`src/inc/spfp_pkg.sv`:
```
// ------------------------------------------------------------
// Supply pulse fuse programmer constants
// ------------------------------------------------------------
package spfp_pkg;
  localparam int unsigned CLK_NS = 4;
  localparam int unsigned SYM_WIDTH_NS = 20000;
  localparam int unsigned GAP_WIDTH_NS = 20000;
  localparam int unsigned FUSE_WIDTH_NS = 300000;
  localparam int unsigned FUSE_MIN_NS = 100000;
  localparam int unsigned SYM_CYC = (SYM_WIDTH_NS + CLK_NS - 1) / CLK_NS;
  localparam int unsigned GAP_CYC = (GAP_WIDTH_NS + CLK_NS - 1) / CLK_NS;
  localparam int unsigned FUSE_CYC = (FUSE_WIDTH_NS + CLK_NS - 1) / CLK_NS;
  localparam int unsigned FUSE_MIN_CYC = (FUSE_MIN_NS + CLK_NS - 1) / CLK_NS;
  localparam int unsigned CNT_W = 17;
  localparam int unsigned CODE_W = 7;
  localparam int unsigned POL_STEPS_MIN = 1;
  localparam int unsigned POL_STEPS_MAX = 6;
  localparam int unsigned KEY_STEPS_MIN = 7;
  localparam logic [7:0] LOCK_ADDR = 8'h80;
  // Supply level driven onto the device pin
  localparam logic [1:0] LVL_OFF = 2'h0;
  localparam logic [1:0] LVL_IDLE = 2'h1;
  localparam logic [1:0] LVL_STEP = 2'h2;
  localparam logic [1:0] LVL_BLOW = 2'h3;
  // Symbols requested from the pulse generator
  localparam logic [1:0] SYM_OFF = 2'h0;
  localparam logic [1:0] SYM_STEP = 2'h1;
  localparam logic [1:0] SYM_BLOW = 2'h2;
  localparam logic [1:0] SYM_FUSE = 2'h3;
  // User commands
  localparam logic [1:0] OP_ADDRESS = 2'h0;
  localparam logic [1:0] OP_BLOW_CODE = 2'h1;
  localparam logic [1:0] OP_BLOW_POL = 2'h2;
  localparam logic [1:0] OP_BLOW_LOCK = 2'h3;
  typedef enum logic [1:0] {PG_IDLE, PG_ON, PG_GAP} spfp_pg_st_t;
  typedef enum logic [3:0] {
    ST_IDLE, ST_OFF, ST_POL_HEAD, ST_POL_STEP, ST_ADR_SEL, ST_ADR_HEAD, ST_ADR_STEP, ST_ADR_END,
    ST_KEY_HEAD, ST_KEY_STEP, ST_KEY_TAIL, ST_FUSE, ST_NEXT
  } spfp_st_t;
endpackage

```
`src/inc/spfp_sym_if.sv`:
```
`timescale 1ns/100ps
// ------------------------------------------------------------
// Symbol request path between sequencer and pulse generator
// ------------------------------------------------------------
interface spfp_sym_if;
  logic req;
  logic [1:0] sym;
  logic done;
  logic [1:0] level;
  modport seq (output req, output sym, input done, input level);
  modport gen (input req, input sym, output done, output level);
endinterface

```
`src/rtl/spfp_programmer.sv`:
```
`timescale 1ns/100ps
module spfp_programmer #(
  parameter int unsigned SYM_CYC = spfp_pkg::SYM_CYC,
  parameter int unsigned GAP_CYC = spfp_pkg::GAP_CYC,
  parameter int unsigned FUSE_CYC = spfp_pkg::FUSE_CYC,
  parameter int unsigned POL_STEPS = 2,
  parameter int unsigned KEY_STEPS = spfp_pkg::KEY_STEPS_MIN
) (
  input wire logic sys_clk,
  input wire logic reset_n,
  input wire logic cmd_valid,
  input wire logic [1:0] cmd_op,
  input wire logic [spfp_pkg::CODE_W-1:0] cmd_code,
  input wire logic cmd_negative,
  output logic cmd_ready,
  output logic cmd_done,
  output logic cmd_err,
  output logic locked,
  output logic [1:0] supply_level
);
  localparam int unsigned CW = spfp_pkg::CODE_W;

  initial
  begin
    if (POL_STEPS < spfp_pkg::POL_STEPS_MIN || POL_STEPS > spfp_pkg::POL_STEPS_MAX ||
        KEY_STEPS < spfp_pkg::KEY_STEPS_MIN || KEY_STEPS > 255)
      $error("spfp_programmer: unusable key lengths");
  end

  spfp_sym_if sif ();

  spfp_pulse_gen #(
    .SYM_CYC(SYM_CYC),
    .GAP_CYC(GAP_CYC),
    .FUSE_CYC(FUSE_CYC),
    .FUSE_MIN_CYC(spfp_pkg::FUSE_MIN_CYC)
  ) u_pulse_gen (
    .sys_clk(sys_clk),
    .reset_n(reset_n),
    .sif(sif)
  );

  spfp_pkg::spfp_st_t st_ff, nxt_st;
  logic [1:0] op_ff, nxt_op;
  logic neg_ff, nxt_neg;
  logic [CW-1:0] mask_ff, nxt_mask;
  logic [7:0] cnt_ff, nxt_cnt;
  logic wait_ff, nxt_wait;
  logic ready_ff, nxt_ready;
  logic done_ff, nxt_done;
  logic err_ff, nxt_err;
  logic locked_ff, nxt_locked;
  logic [CW-1:0] weight;
  logic [7:0] target;
  logic adv;
  logic [7:0] hs_steps_ff;

  assign cmd_ready = ready_ff;
  assign cmd_done = done_ff;
  assign cmd_err = err_ff;
  assign locked = locked_ff;
  assign supply_level = sif.level;

  // ------------------------------------------------------------
  // Symbol selection
  // ------------------------------------------------------------
  // Lowest set bit of what is still to be blown: one fuse per power cycle
  assign weight = mask_ff & CW'(~mask_ff + 1'b1);
  assign adv = wait_ff && sif.done;

  always_comb
  begin
    case (op_ff)
      spfp_pkg::OP_BLOW_LOCK: target = spfp_pkg::LOCK_ADDR;
      spfp_pkg::OP_BLOW_CODE: target = {1'b0, weight};
      default: target = {1'b0, mask_ff};
    endcase
  end

  always_comb
  begin
    sif.sym = spfp_pkg::SYM_STEP;
    sif.req = 1'b0;
    case (st_ff)
      spfp_pkg::ST_OFF: sif.sym = spfp_pkg::SYM_OFF;
      spfp_pkg::ST_POL_HEAD, spfp_pkg::ST_ADR_HEAD, spfp_pkg::ST_KEY_HEAD, spfp_pkg::ST_KEY_TAIL:
        sif.sym = spfp_pkg::SYM_BLOW;
      spfp_pkg::ST_FUSE: sif.sym = spfp_pkg::SYM_FUSE;
      default: sif.sym = spfp_pkg::SYM_STEP;
    endcase
    case (st_ff)
      spfp_pkg::ST_IDLE, spfp_pkg::ST_ADR_SEL, spfp_pkg::ST_ADR_END, spfp_pkg::ST_NEXT: sif.req = 1'b0;
      default: sif.req = !wait_ff;
    endcase
  end

  // ------------------------------------------------------------
  // Command sequencer
  // ------------------------------------------------------------
  always_comb
  begin
    nxt_st = st_ff;
    nxt_op = op_ff;
    nxt_neg = neg_ff;
    nxt_mask = mask_ff;
    nxt_cnt = cnt_ff;
    nxt_ready = ready_ff;
    nxt_done = 1'b0;
    nxt_err = 1'b0;
    nxt_locked = locked_ff;
    nxt_wait = wait_ff;
    if (sif.req)
      nxt_wait = 1'b1;
    else if (sif.done)
      nxt_wait = 1'b0;
    case (st_ff)
      spfp_pkg::ST_IDLE:
      begin
        if (cmd_valid && ready_ff)
        begin
          if (cmd_op != spfp_pkg::OP_ADDRESS && locked_ff)
            nxt_err = 1'b1;
          else if (cmd_op == spfp_pkg::OP_BLOW_CODE && cmd_code == '0)
            nxt_done = 1'b1;
          else
          begin
            nxt_ready = 1'b0;
            nxt_op = cmd_op;
            nxt_neg = (cmd_op == spfp_pkg::OP_BLOW_POL) || cmd_negative;
            nxt_mask = (cmd_op == spfp_pkg::OP_BLOW_LOCK || cmd_op == spfp_pkg::OP_BLOW_POL) ? '0 : cmd_code;
            nxt_st = spfp_pkg::ST_OFF;
          end
        end
        else if (!ready_ff && !wait_ff)
          nxt_ready = 1'b1;
      end
      // Each attempt starts from a power cycle, so no stale key or address survives
      spfp_pkg::ST_OFF:
        if (adv)
          nxt_st = neg_ff ? spfp_pkg::ST_POL_HEAD : spfp_pkg::ST_ADR_SEL;
      spfp_pkg::ST_POL_HEAD:
      begin
        if (adv)
        begin
          nxt_st = spfp_pkg::ST_POL_STEP;
          nxt_cnt = 8'(POL_STEPS - 1);
        end
      end
      spfp_pkg::ST_POL_STEP:
      begin
        if (adv)
        begin
          nxt_cnt = cnt_ff - 1'b1;
          if (cnt_ff == '0)
            nxt_st = spfp_pkg::ST_ADR_SEL;
        end
      end
      spfp_pkg::ST_ADR_SEL:
      begin
        if (op_ff == spfp_pkg::OP_BLOW_POL)
          nxt_st = spfp_pkg::ST_KEY_HEAD;
        else if (target == '0)
          nxt_st = spfp_pkg::ST_ADR_END;
        else
        begin
          nxt_st = spfp_pkg::ST_ADR_HEAD;
          nxt_cnt = target - 1'b1;
        end
      end
      spfp_pkg::ST_ADR_HEAD:
        if (adv)
          nxt_st = (cnt_ff == '0) ? spfp_pkg::ST_ADR_END : spfp_pkg::ST_ADR_STEP;
      spfp_pkg::ST_ADR_STEP:
      begin
        if (adv)
        begin
          nxt_cnt = cnt_ff - 1'b1;
          if (cnt_ff == 8'h01)
            nxt_st = spfp_pkg::ST_ADR_END;
        end
      end
      spfp_pkg::ST_ADR_END:
      begin
        if (op_ff == spfp_pkg::OP_ADDRESS)
        begin
          // Supply stays at idle level so the chosen threshold can be measured
          nxt_st = spfp_pkg::ST_IDLE;
          nxt_ready = 1'b1;
          nxt_done = 1'b1;
        end
        else
          nxt_st = spfp_pkg::ST_KEY_HEAD;
      end
      spfp_pkg::ST_KEY_HEAD:
      begin
        if (adv)
        begin
          nxt_st = spfp_pkg::ST_KEY_STEP;
          nxt_cnt = 8'(KEY_STEPS - 1);
        end
      end
      spfp_pkg::ST_KEY_STEP:
      begin
        if (adv)
        begin
          nxt_cnt = cnt_ff - 1'b1;
          if (cnt_ff == '0)
            nxt_st = spfp_pkg::ST_KEY_TAIL;
        end
      end
      spfp_pkg::ST_KEY_TAIL:
        if (adv)
          nxt_st = spfp_pkg::ST_FUSE;
      spfp_pkg::ST_FUSE:
      begin
        if (adv)
        begin
          nxt_st = spfp_pkg::ST_NEXT;
          nxt_mask = mask_ff & ~weight;
          if (op_ff == spfp_pkg::OP_BLOW_LOCK)
            nxt_locked = 1'b1;
        end
      end
      spfp_pkg::ST_NEXT:
      begin
        if (op_ff == spfp_pkg::OP_BLOW_CODE && mask_ff != '0)
          nxt_st = spfp_pkg::ST_OFF;
        else
        begin
          nxt_st = spfp_pkg::ST_IDLE;
          nxt_ready = 1'b1;
          nxt_done = 1'b1;
        end
      end
      default:
        nxt_st = spfp_pkg::ST_IDLE;
    endcase
  end

  always_ff @(posedge sys_clk)
  begin
    if (!reset_n)
    begin
      st_ff <= spfp_pkg::ST_IDLE;
      op_ff <= spfp_pkg::OP_ADDRESS;
      neg_ff <= 1'b0;
      mask_ff <= '0;
      cnt_ff <= '0;
      wait_ff <= 1'b0;
      ready_ff <= 1'b0;
      done_ff <= 1'b0;
      err_ff <= 1'b0;
      locked_ff <= 1'b0;
    end
    else
    begin
      st_ff <= nxt_st;
      op_ff <= nxt_op;
      neg_ff <= nxt_neg;
      mask_ff <= nxt_mask;
      cnt_ff <= nxt_cnt;
      wait_ff <= nxt_wait;
      ready_ff <= nxt_ready;
      done_ff <= nxt_done;
      err_ff <= nxt_err;
      locked_ff <= nxt_locked;
    end
  end

  // ------------------------------------------------------------
  // Checks on the pulse sequence
  // ------------------------------------------------------------
  // Step pulses issued since the last blow-level or power-off symbol
  always_ff @(posedge sys_clk)
  begin
    if (!reset_n || (sif.req && sif.sym != spfp_pkg::SYM_STEP))
      hs_steps_ff <= '0;
    else if (sif.req && hs_steps_ff != 8'hff)
      hs_steps_ff <= hs_steps_ff + 1'b1;
  end
endmodule // spfp_programmer

```
`src/rtl/spfp_pulse_gen.sv`:
```
`timescale 1ns/100ps
// ------------------------------------------------------------
// Pulse generator: one symbol, then an idle gap
// ------------------------------------------------------------
module spfp_pulse_gen #(
  parameter int unsigned SYM_CYC = spfp_pkg::SYM_CYC,
  parameter int unsigned GAP_CYC = spfp_pkg::GAP_CYC,
  parameter int unsigned FUSE_CYC = spfp_pkg::FUSE_CYC,
  parameter int unsigned FUSE_MIN_CYC = spfp_pkg::FUSE_MIN_CYC
) (
  input wire logic sys_clk,
  input wire logic reset_n,
  spfp_sym_if.gen sif
);
  localparam int unsigned W = spfp_pkg::CNT_W;
  localparam logic [W-1:0] RUN_MAX = '1;

  initial
  begin
    if (SYM_CYC < 1 || GAP_CYC < 1 || FUSE_CYC < FUSE_MIN_CYC || FUSE_CYC >= (1 << W))
      $error("spfp_pulse_gen: unusable pulse widths");
  end

  spfp_pkg::spfp_pg_st_t st_ff, nxt_st;
  logic [W-1:0] cnt_ff, nxt_cnt;
  logic [1:0] lvl_ff, nxt_lvl;
  logic done_ff, nxt_done;
  logic fuse_ff, nxt_fuse;
  logic [W-1:0] run_ff;

  assign sif.level = lvl_ff;
  assign sif.done = done_ff;

  // ------------------------------------------------------------
  // Symbol timing
  // ------------------------------------------------------------
  always_comb
  begin
    nxt_st = st_ff;
    nxt_cnt = cnt_ff;
    nxt_lvl = lvl_ff;
    nxt_done = 1'b0;
    nxt_fuse = fuse_ff;
    case (st_ff)
      spfp_pkg::PG_IDLE:
      begin
        if (sif.req)
        begin
          nxt_st = spfp_pkg::PG_ON;
          nxt_fuse = 1'b0;
          case (sif.sym)
            spfp_pkg::SYM_OFF:
            begin
              // Supply removed so the device restarts its key and address state
              nxt_lvl = spfp_pkg::LVL_OFF;
              nxt_cnt = W'(GAP_CYC - 1);
            end
            spfp_pkg::SYM_STEP:
            begin
              nxt_lvl = spfp_pkg::LVL_STEP;
              nxt_cnt = W'(SYM_CYC - 1);
            end
            spfp_pkg::SYM_BLOW:
            begin
              nxt_lvl = spfp_pkg::LVL_BLOW;
              nxt_cnt = W'(SYM_CYC - 1);
            end
            default:
            begin
              nxt_lvl = spfp_pkg::LVL_BLOW;
              nxt_fuse = 1'b1;
              nxt_cnt = W'(FUSE_CYC - 1);
            end
          endcase
        end
      end
      spfp_pkg::PG_ON:
      begin
        if (cnt_ff == '0)
        begin
          nxt_st = spfp_pkg::PG_GAP;
          nxt_lvl = spfp_pkg::LVL_IDLE;
          nxt_cnt = W'(GAP_CYC - 1);
        end
        else
          nxt_cnt = cnt_ff - 1'b1;
      end
      spfp_pkg::PG_GAP:
      begin
        if (cnt_ff == '0)
        begin
          nxt_st = spfp_pkg::PG_IDLE;
          nxt_done = 1'b1;
        end
        else
          nxt_cnt = cnt_ff - 1'b1;
      end
      default:
        nxt_st = spfp_pkg::PG_IDLE;
    endcase
  end

  always_ff @(posedge sys_clk)
  begin
    if (!reset_n)
    begin
      st_ff <= spfp_pkg::PG_IDLE;
      cnt_ff <= '0;
      lvl_ff <= spfp_pkg::LVL_OFF;
      done_ff <= 1'b0;
      fuse_ff <= 1'b0;
    end
    else
    begin
      st_ff <= nxt_st;
      cnt_ff <= nxt_cnt;
      lvl_ff <= nxt_lvl;
      done_ff <= nxt_done;
      fuse_ff <= nxt_fuse;
    end
  end

  // ------------------------------------------------------------
  // Checks on the driven supply waveform
  // ------------------------------------------------------------
  always_ff @(posedge sys_clk)
  begin
    if (!reset_n || nxt_lvl != lvl_ff)
      run_ff <= W'(1);
    else if (run_ff != RUN_MAX)
      run_ff <= run_ff + 1'b1;
  end
endmodule // spfp_pulse_gen

```
`config.mk`:
```
export PLATFORM = sky130hd
export DESIGN_NAME = spfp_programmer
export DESIGN_NICKNAME = d
export VERILOG_FILES = /design/src/inc/spfp_pkg.sv /design/src/inc/spfp_sym_if.sv /design/src/rtl/spfp_programmer.sv /design/src/rtl/spfp_pulse_gen.sv
export SDC_FILE = /design/constraint.sdc
export NUM_CORES = 1
export LEC_CHECK = 0
export ABC_AREA = 1
export ABC_CLOCK_PERIOD_IN_PS = 1900
export BUFFER_PORTS_ARGS = -buffer_cell sky130_fd_sc_hd__buf_2
export CORE_ASPECT_RATIO = 1.25
export CORE_MARGIN = 2
export CORE_UTILIZATION = 30
export CTS_BUF_LIST = sky130_fd_sc_hd__clkbuf_16
export DETAILED_ROUTE_END_ITERATION = 7
export PLACE_DENSITY = 0.45
export SYNTH_ARGS = -nofsm -noshare
export SYNTH_HDL_FRONTEND = slang
export SYNTH_SLANG_ARGS = --single-unit
```
`constraint.sdc`:
```
create_clock -name sys_clk -period 1.9 [get_ports sys_clk]
set_input_delay 0.19 -clock sys_clk [delete_from_list [all_inputs] [get_ports sys_clk]]
set_output_delay 0.19 -clock sys_clk [all_outputs]
set_load 0.01 [all_outputs]
```
==> flow_summary.yaml, run 1 <==
outcome:
  status: "completed"
setup_path:
  r2r_cells: 11
  r2r_slack_ps: 130
  crit_fanout: 9
  path_class: "reg -> reg"
  worstPathRequired_ps: 2080
  slowest_stage: "dfxtp_1"
  cp.arrival_ps: 1950
  worstReg2RegStart: "u_pulse_gen.cnt_ff[0]"
  cp_cell_sequence: "inv_1, ha_1, nand3_2, nor2_4, nand3_2, o21ai_2, buf_4, nor2_4, buf_4, o21ai_0, a21oi_1"
  crit_path_max_incr_delay_ps: 320
  start_kind: "flop"
  timing.rr.end: "u_pulse_gen.cnt_ff[16]"
  cp-end-kind: "flop"
yosys:
  ys_ff_latch: 49
  ys_warn_count: 0
  ys_types: 43
  syn-cell-area_mm2: 0.00327
  ys_seq_area_share_pct: 30.0
  syn_avg_cell_area_um2: 6.23
  synthCells: 525
  synth_nets: 547
flow_run:
  cap_violations: 0
sta:
  fin_crit_sh_pct: 93.2
  worst_pin_slew_ps: 635
  min_period_ps: 1770
  fin_ws_ps: 129
  max-slew-margin-rel_pct: 57.4
  fmax_mhz: 565
  setup_viol: 0
  rsz0062_at_grt: "true"
  hold_viol_final: 0
  slew_viol_final: 0
  fin_skew_ps: 10.8
final_layout:
  area_growth_pct: 20.9
  fill_cells: 1201
  drive_above_1_share_pct: 17.6
  final_common_cell: "nand2_1"
  antenna_cells: 0
  regArea_um2: 991
  final_cell_area_mm2: 0.00396
  layout_common_cells: "nand2_1, inv_1, nor2_1"
  multi_input_area_mm2: 0.00200
  nNetsFinal: 597
hold_path:
  worstHoldPathCells: 3
  min_to: "mask_ff[2]"
  hold_start: "cmd_code[2]"
  hold_class: "in -> reg"
route:
  wl_met2_mm: 5.13
  drc: 0
  ant_nets: 0
  route.met3.wl_um: 153
  wl_met1_mm: 3.92
  drt_iter0_drc: 66
  dr.pass1.iters: 4
  vias: 3403
  wl_mm: 9.44
  wl_per_cell_um: 13.3
  top_layer: "met4"
  via_per_inst: 4.81
floorplanning:
  die_h_um: 121
  start_util_pct: 30.8
  dieArea_mm2: 0.0118
  die_x_um: 97.4
  core.rowCount: 42
  core-area_mm2: 0.0106
  pin_count: 19
global_route:
  grt_pass1_wl_mm: 15.9
  grt_pass1_vias: 3500
  grt_max_degree: 21
  antenna_found_initial: 0
  grtUsageTotal_pct: 16.7
  overflow: 0
power:
  p_leak_nw: 1.81
  power.density_mw_per_mm2: 1440
  ir_worst_vdd_uv: 707
  netSwitchingFraction_pct: 44.4
  internal-power_w: 0.00316
  pwr-share-seq_pct: 25.8
  p_comb_share_pct: 56.0
  switchingPower_w: 0.00252
  total_power_w: 0.00569
  clkPwrFrac_pct: 18.1
clock_tree:
  cts_tree: "built"
  insertion_delay_ps: 300
  cts_buffers: 5
  cts.sinks: 49
  clk_pin_slew_ps: 70
  cts-root-buf: "clkbuf_16"
  htree_num_levels: 2
  cts.path.max_buffers: 2
placement:
  port_buffers: 18
  dp_slack_ps: 18.8
  gp_congestion: 0.869
  hpwlAfterDp_mm: 7.50
  placed_cell_area_mm2: 0.00372
-- cells by family after synthesis --
group / count (synthesis) / share of synthesized area (%)
and+or+nand+nor: 255 / 33.1
AOI/OAI and AO/OA: 119 / 20.8
buffers and inverters: 84 / 10.2
DFF: 49 / 30.0
xor gates and xnor gates: 9 / 2.41
adders and majority gates: 9 / 3.44
-- metal layers --
layer	vias to the layer above	global-route usage (%)
met2	26	33.5
met5	-	0
met1	1554	17.0
met3	17	2.49
li1	1806	-
met4	0	6.25
-- worst max-delay path, delay by kind of cell, from the launching register on --
family          cells  cell delay, ps
fa+ha+maj           1             180
buf+inv             3             370
simple gates        4             420
flops               1             320
compound gates      3             360
-- cell type report --
cell class / count / share of cell area (%)
Sequential cell: 49 / 25.0
Multi-Input combinational cell: 392 / 50.5
Clock buffer: 5 / 3.16
Clock inverter: 2 / 0.980
Inverter: 75 / 7.12
Tap cell: 132 / 4.17
Timing Repair Buffer: 52 / 9.04
-- synth_stat cells (all sizes together) --
| master | number | area [um2] |
|---|---|---|
| nand2 | 136 | 523 |
| inv | 74 | 278 |
| nor2 | 67 | 272 |
| a21oi | 54 | 278 |
| dfxtp | 49 | 981 |
| o21ai | 43 | 238 |
| nand3 | 32 | 165 |
| ha | 9 | 113 |
| nor3 | 9 | 50.1 |
| xor2 | 7 | 61.3 |
| nand4 | 6 | 37.5 |
| o211ai | 6 | 45.0 |
| clkbuf | 5 | 18.8 |
| buf | 4 | 35.0 |
| o22ai | 3 | 18.8 |
| o31ai | 3 | 22.5 |
| o21a | 2 | 15.0 |
| o221ai | 2 | 17.5 |
| or2 | 2 | 12.5 |
| xnor2 | 2 | 17.5 |
| a211oi | 1 | 7.51 |
| a21boi | 1 | 7.51 |
| a21o | 1 | 7.51 |
| a31oi | 1 | 6.26 |
| and2 | 1 | 6.26 |
| and3 | 1 | 6.26 |
| clkinv | 1 | 3.75 |
| nand3b | 1 | 11.3 |
| o2111ai | 1 | 8.76 |
| o41ai | 1 | 8.76 |
-- registers in the layout, indices dropped and copies added, names as in the netlist, 2 cells and up --
register               flops
mask_ff                    7
u_pulse_gen.cnt_ff        17
st_ff                      4
cnt_ff                     8
u_pulse_gen.sif.level      2
op_ff                      2
u_pulse_gen.st_ff          2
-- power groups by stage --
stage / logic [W] / registers (W) / clock network (W)
6_report: 0.00319 / 0.00147 / 0.00103
3_5_place_dp: 0.00307 / 0.00147 / 0
2_1_floorplan: 0.00212 / 0.00143 / 0
3_3_place_gp: 0.00308 / 0.00147 / 0
5_1_grt: 0.00362 / 0.00151 / 0.00110
4_1_cts: 0.00312 / 0.00145 / 0.00107
-- metrics by stage --
stage | TNS (ps) | hold WS (ps) | cells | util, %
4_1_cts | 0 | 151 | 705 | 36.7
6_report | 0 | 160 | 707 | 37.3
3_3_place_gp | 0 | 456 | 697 | 35.0
5_1_grt | -102 | 175 | 707 | 37.3
2_1_floorplan | 0 | 333 | 525 | -
3_5_place_dp | 0 | 460 | 697 | 35.0
-- what timing repair did --
action	in CTS	in global routing
pin swaps	2	2
setup buffers	1	2
resized for setup	1	19
endpoints found under the setup margin	3	35
hold buffers	0	0
-- worst max-delay path by stage --
| stage | depth (start not counted) | slack [ps] | start | to |
|---|---|---|---|---|
| after global routing | 13 | -30 | u_pulse_gen.cnt_ff[0] | u_pulse_gen.cnt_ff[14] |
| after CTS | 11 | 10 | u_pulse_gen.cnt_ff[0] | u_pulse_gen.cnt_ff[16] |
| after floorplan | 10 | 180 | op_ff[0] | cnt_ff[0] |
| after global placement | 10 | 60 | u_pulse_gen.cnt_ff[0] | u_pulse_gen.cnt_ff[16] |
| final | 11 | 130 | u_pulse_gen.cnt_ff[0] | u_pulse_gen.cnt_ff[16] |
| after detailed placement | 11 | 20 | u_pulse_gen.cnt_ff[0] | u_pulse_gen.cnt_ff[16] |
Power figures use the tool's default switching activity.
==> inputs of run 2 (changes only) <==
--- a/config.mk
+++ b/config.mk
@@ -6,14 +6,14 @@
 export NUM_CORES = 1
 export LEC_CHECK = 0
 export ABC_AREA = 1
-export ABC_CLOCK_PERIOD_IN_PS = 1900
+export ABC_CLOCK_PERIOD_IN_PS = 2100
 export BUFFER_PORTS_ARGS = -buffer_cell sky130_fd_sc_hd__buf_2
 export CORE_ASPECT_RATIO = 1.25
 export CORE_MARGIN = 2
 export CORE_UTILIZATION = 30
 export CTS_BUF_LIST = sky130_fd_sc_hd__clkbuf_16
 export DETAILED_ROUTE_END_ITERATION = 7
-export PLACE_DENSITY = 0.45
+export PLACE_DENSITY = 0.43
 export SYNTH_ARGS = -nofsm -noshare
 export SYNTH_HDL_FRONTEND = slang
 export SYNTH_SLANG_ARGS = --single-unit
==> constraint.sdc (replaced) <==
create_clock -name sys_clk -period 2.1 [get_ports sys_clk]
set_input_delay 0.21 -clock sys_clk [delete_from_list [all_inputs] [get_ports sys_clk]]
set_output_delay 0.21 -clock sys_clk [all_outputs]
set_load 0.05 [all_outputs]
==> run 2 against run 1 <==
  * Final area fell by 4.8%
  * Sequential share of layout area increased by 1.0 points
  * First-iteration DRC count is 32% higher
  * Maximum frequency is 8.5% lower
  * Clock power fell by 7%
  * Global-route usage down 0.34 points
  * Critical path depth is 2 lower
  * Clock skew is 1.5 ps lower
  * Register-to-register slack better by 40 ps
  * Core utilization shrank 1.8 points
  * Largest cell class unchanged
  * Count of clock-buffer cells in the layout is the same
==> flow_summary.yaml, run 2 (synthesis gave the netlist of run 1 again) <==
power:
  p_leak_nw: 1.70
  p_comb_share_pct: 53.4
  power.density_mw_per_mm2: 1300
  pwr-share-seq_pct: 27.0
  netSwitchingFraction_pct: 47.4
  internal-power_w: 0.00258
  switchingPower_w: 0.00232
  clkPwrFrac_pct: 19.6
  ir_worst_vdd_uv: 541
flow_run:
  cap_violations: 0
global_route:
  grt_pass1_wl_mm: 15.3
  grt_pass1_vias: 3235
  grt_max_degree: 21
  antenna_found_initial: 0
  grtUsageTotal_pct: 16.3
  overflow: 0
sta:
  fmax_mhz: 517
  fin_crit_sh_pct: 92.2
  fin_setup_tns_ps: 0
  min_period_ps: 1940
  worst_pin_slew_ps: 476
  whs_ps: 167
  setup_viol: 0
  hold_viol_final: 0
  fin_skew_ps: 9.22
  max-slew-margin-rel_pct: 68.1
  slew_viol_final: 0
  rsz0062_at_grt: "false"
floorplanning:
  pin_count: 19
  dieArea_mm2: 0.0118
  core.rowCount: 42
  core-area_mm2: 0.0106
  start_util_pct: 30.8
  die_h_um: 121
  die_x_um: 97.4
hold_path:
  hold_class: "in -> reg"
  worstHoldPathCells: 3
outcome:
  status: "completed"
final_layout:
  fill_cells: 1167
  top_register: "u_pulse_gen.cnt_ff"
  area_growth_pct: 15.1
  final_cell_area_mm2: 0.00376
  drive_above_1_share_pct: 12.4
  nNetsFinal: 576
  layout_common_cells: "nand2_1, inv_1, nor2_1"
  largest_reg_flops: 17
  final_common_cell: "nand2_1"
  final_cells: 687
  final_core_util_pct: 35.5
  reg_top3: "u_pulse_gen.cnt_ff (17), cnt_ff (8), mask_ff (7)"
  antenna_cells: 0
placement:
  hpwlAfterDp_mm: 7.46
  placed_cell_area_mm2: 0.00357
  dp_cells: 679
  gp_congestion: 0.827
  port_buffers: 18
clock_tree:
  htree_num_levels: 2
  cts_tree: "built"
  cts.sinks: 49
  cts_buffers: 5
  cts.path.max_buffers: 2
  cts_hold_buf: 0
  clk_pin_slew_ps: 80
  insertion_delay_ps: 300
  cts-root-buf: "clkbuf_16"
route:
  drt_iter0_drc: 87
  ant_nets: 0
  wl_per_cell_um: 13.7
  vias: 3311
  via_per_inst: 4.82
  wl_mm: 9.40
  dr.pass1.iters: 4
  drc: 0
setup_path:
  cp.arrival_ps: 2100
  worstPathRequired_ps: 2270
  r2r_cells: 9
  crit_fanout: 9
  start_kind: "flop"
  cp-end-kind: "flop"
  path_class: "reg -> reg"
[run 2: cell count changes in the layout (fill, tap and decap cells not counted), moves of 2 or more]
cell	change
dfxtp_1	+7
nor2_4	-2
nor2_1	+5
buf_4	-20
nor2_2	-3
dfxtp_2	-7
[run 2: path summary, 6_finish.rpt]
kind                                    to                startpoint  slack (ps)
setup / recovery    u_pulse_gen.cnt_ff[16]                  st_ff[2]         160
hold / removal                  mask_ff[0]               cmd_code[0]         170
setup reg to reg    u_pulse_gen.cnt_ff[16]                  st_ff[2]         160
hold reg to reg   u_pulse_gen.sif.level[1]  u_pulse_gen.sif.level[1]         470
[run 2: area by class of cell]
class | count | area [um2] | area share, %
flip-flops and latches | 49 | 982 | 26.1
repair buffers | 31 | 188 | 4.99
clock buffers | 5 | 125 | 3.32
multi-input cells | 392 | 1980 | 52.5
well taps | 132 | 165 | 4.39
inverters | 75 | 282 | 7.48
clock inverters | 3 | 46.3 | 1.23
[run 2: timing repair]
item | 4_1_cts | 5_1_grt
gates resized for setup | 0 | 6
setup endpoints to repair | 0 | 11
buffers inserted | 0 | 0
[run 2: worst max-delay path: stages (launching register included)]
cell	delay [ps]
dfxtp_1	490
nor2_1	160
nand2_2	120
nand2_1	90
nor2_2	90
nand2_2	70
o21ai_4	190
nand2_2	150
a21oi_2	330
a21oi_1	110
[run 2: per-layer routing]
| layer | GRT usage [%] | wire (um) | up-vias | share of wire, % |
|---|---|---|---|---|
| li1 | - | - | 1765 | - |
| met1 | 17.1 | 3930 | 1500 | 42 |
| met2 | 32.8 | 5110 | 33 | 54 |
| met3 | 2.20 | 173 | 13 | 1.8 |
| met4 | 5.56 | 192 | 0 | 2.0 |
| met5 | 0 | 0 | - | 0 |
[run 2: power groups by stage]
stage / registers (W) / clock network [W] / logic [W]
after floorplan: 0.00136 / 0 / 0.00192
after global placement: 0.00134 / 0 / 0.00260
after detailed placement: 0.00134 / 0 / 0.00260
after CTS: 0.00132 / 0.000993 / 0.00261
after global routing: 0.00136 / 0.00102 / 0.00297
final: 0.00132 / 0.000960 / 0.00262
[run 2: metrics by stage]
step / total power (W) / setup WS (ps)
floorplan: 0.00328 / 250
global route: 0.00534 / 6.77
detailed placement: 0.00394 / 161
CTS: 0.00493 / 147
global placement: 0.00393 / 169
finish: 0.00490 / 165
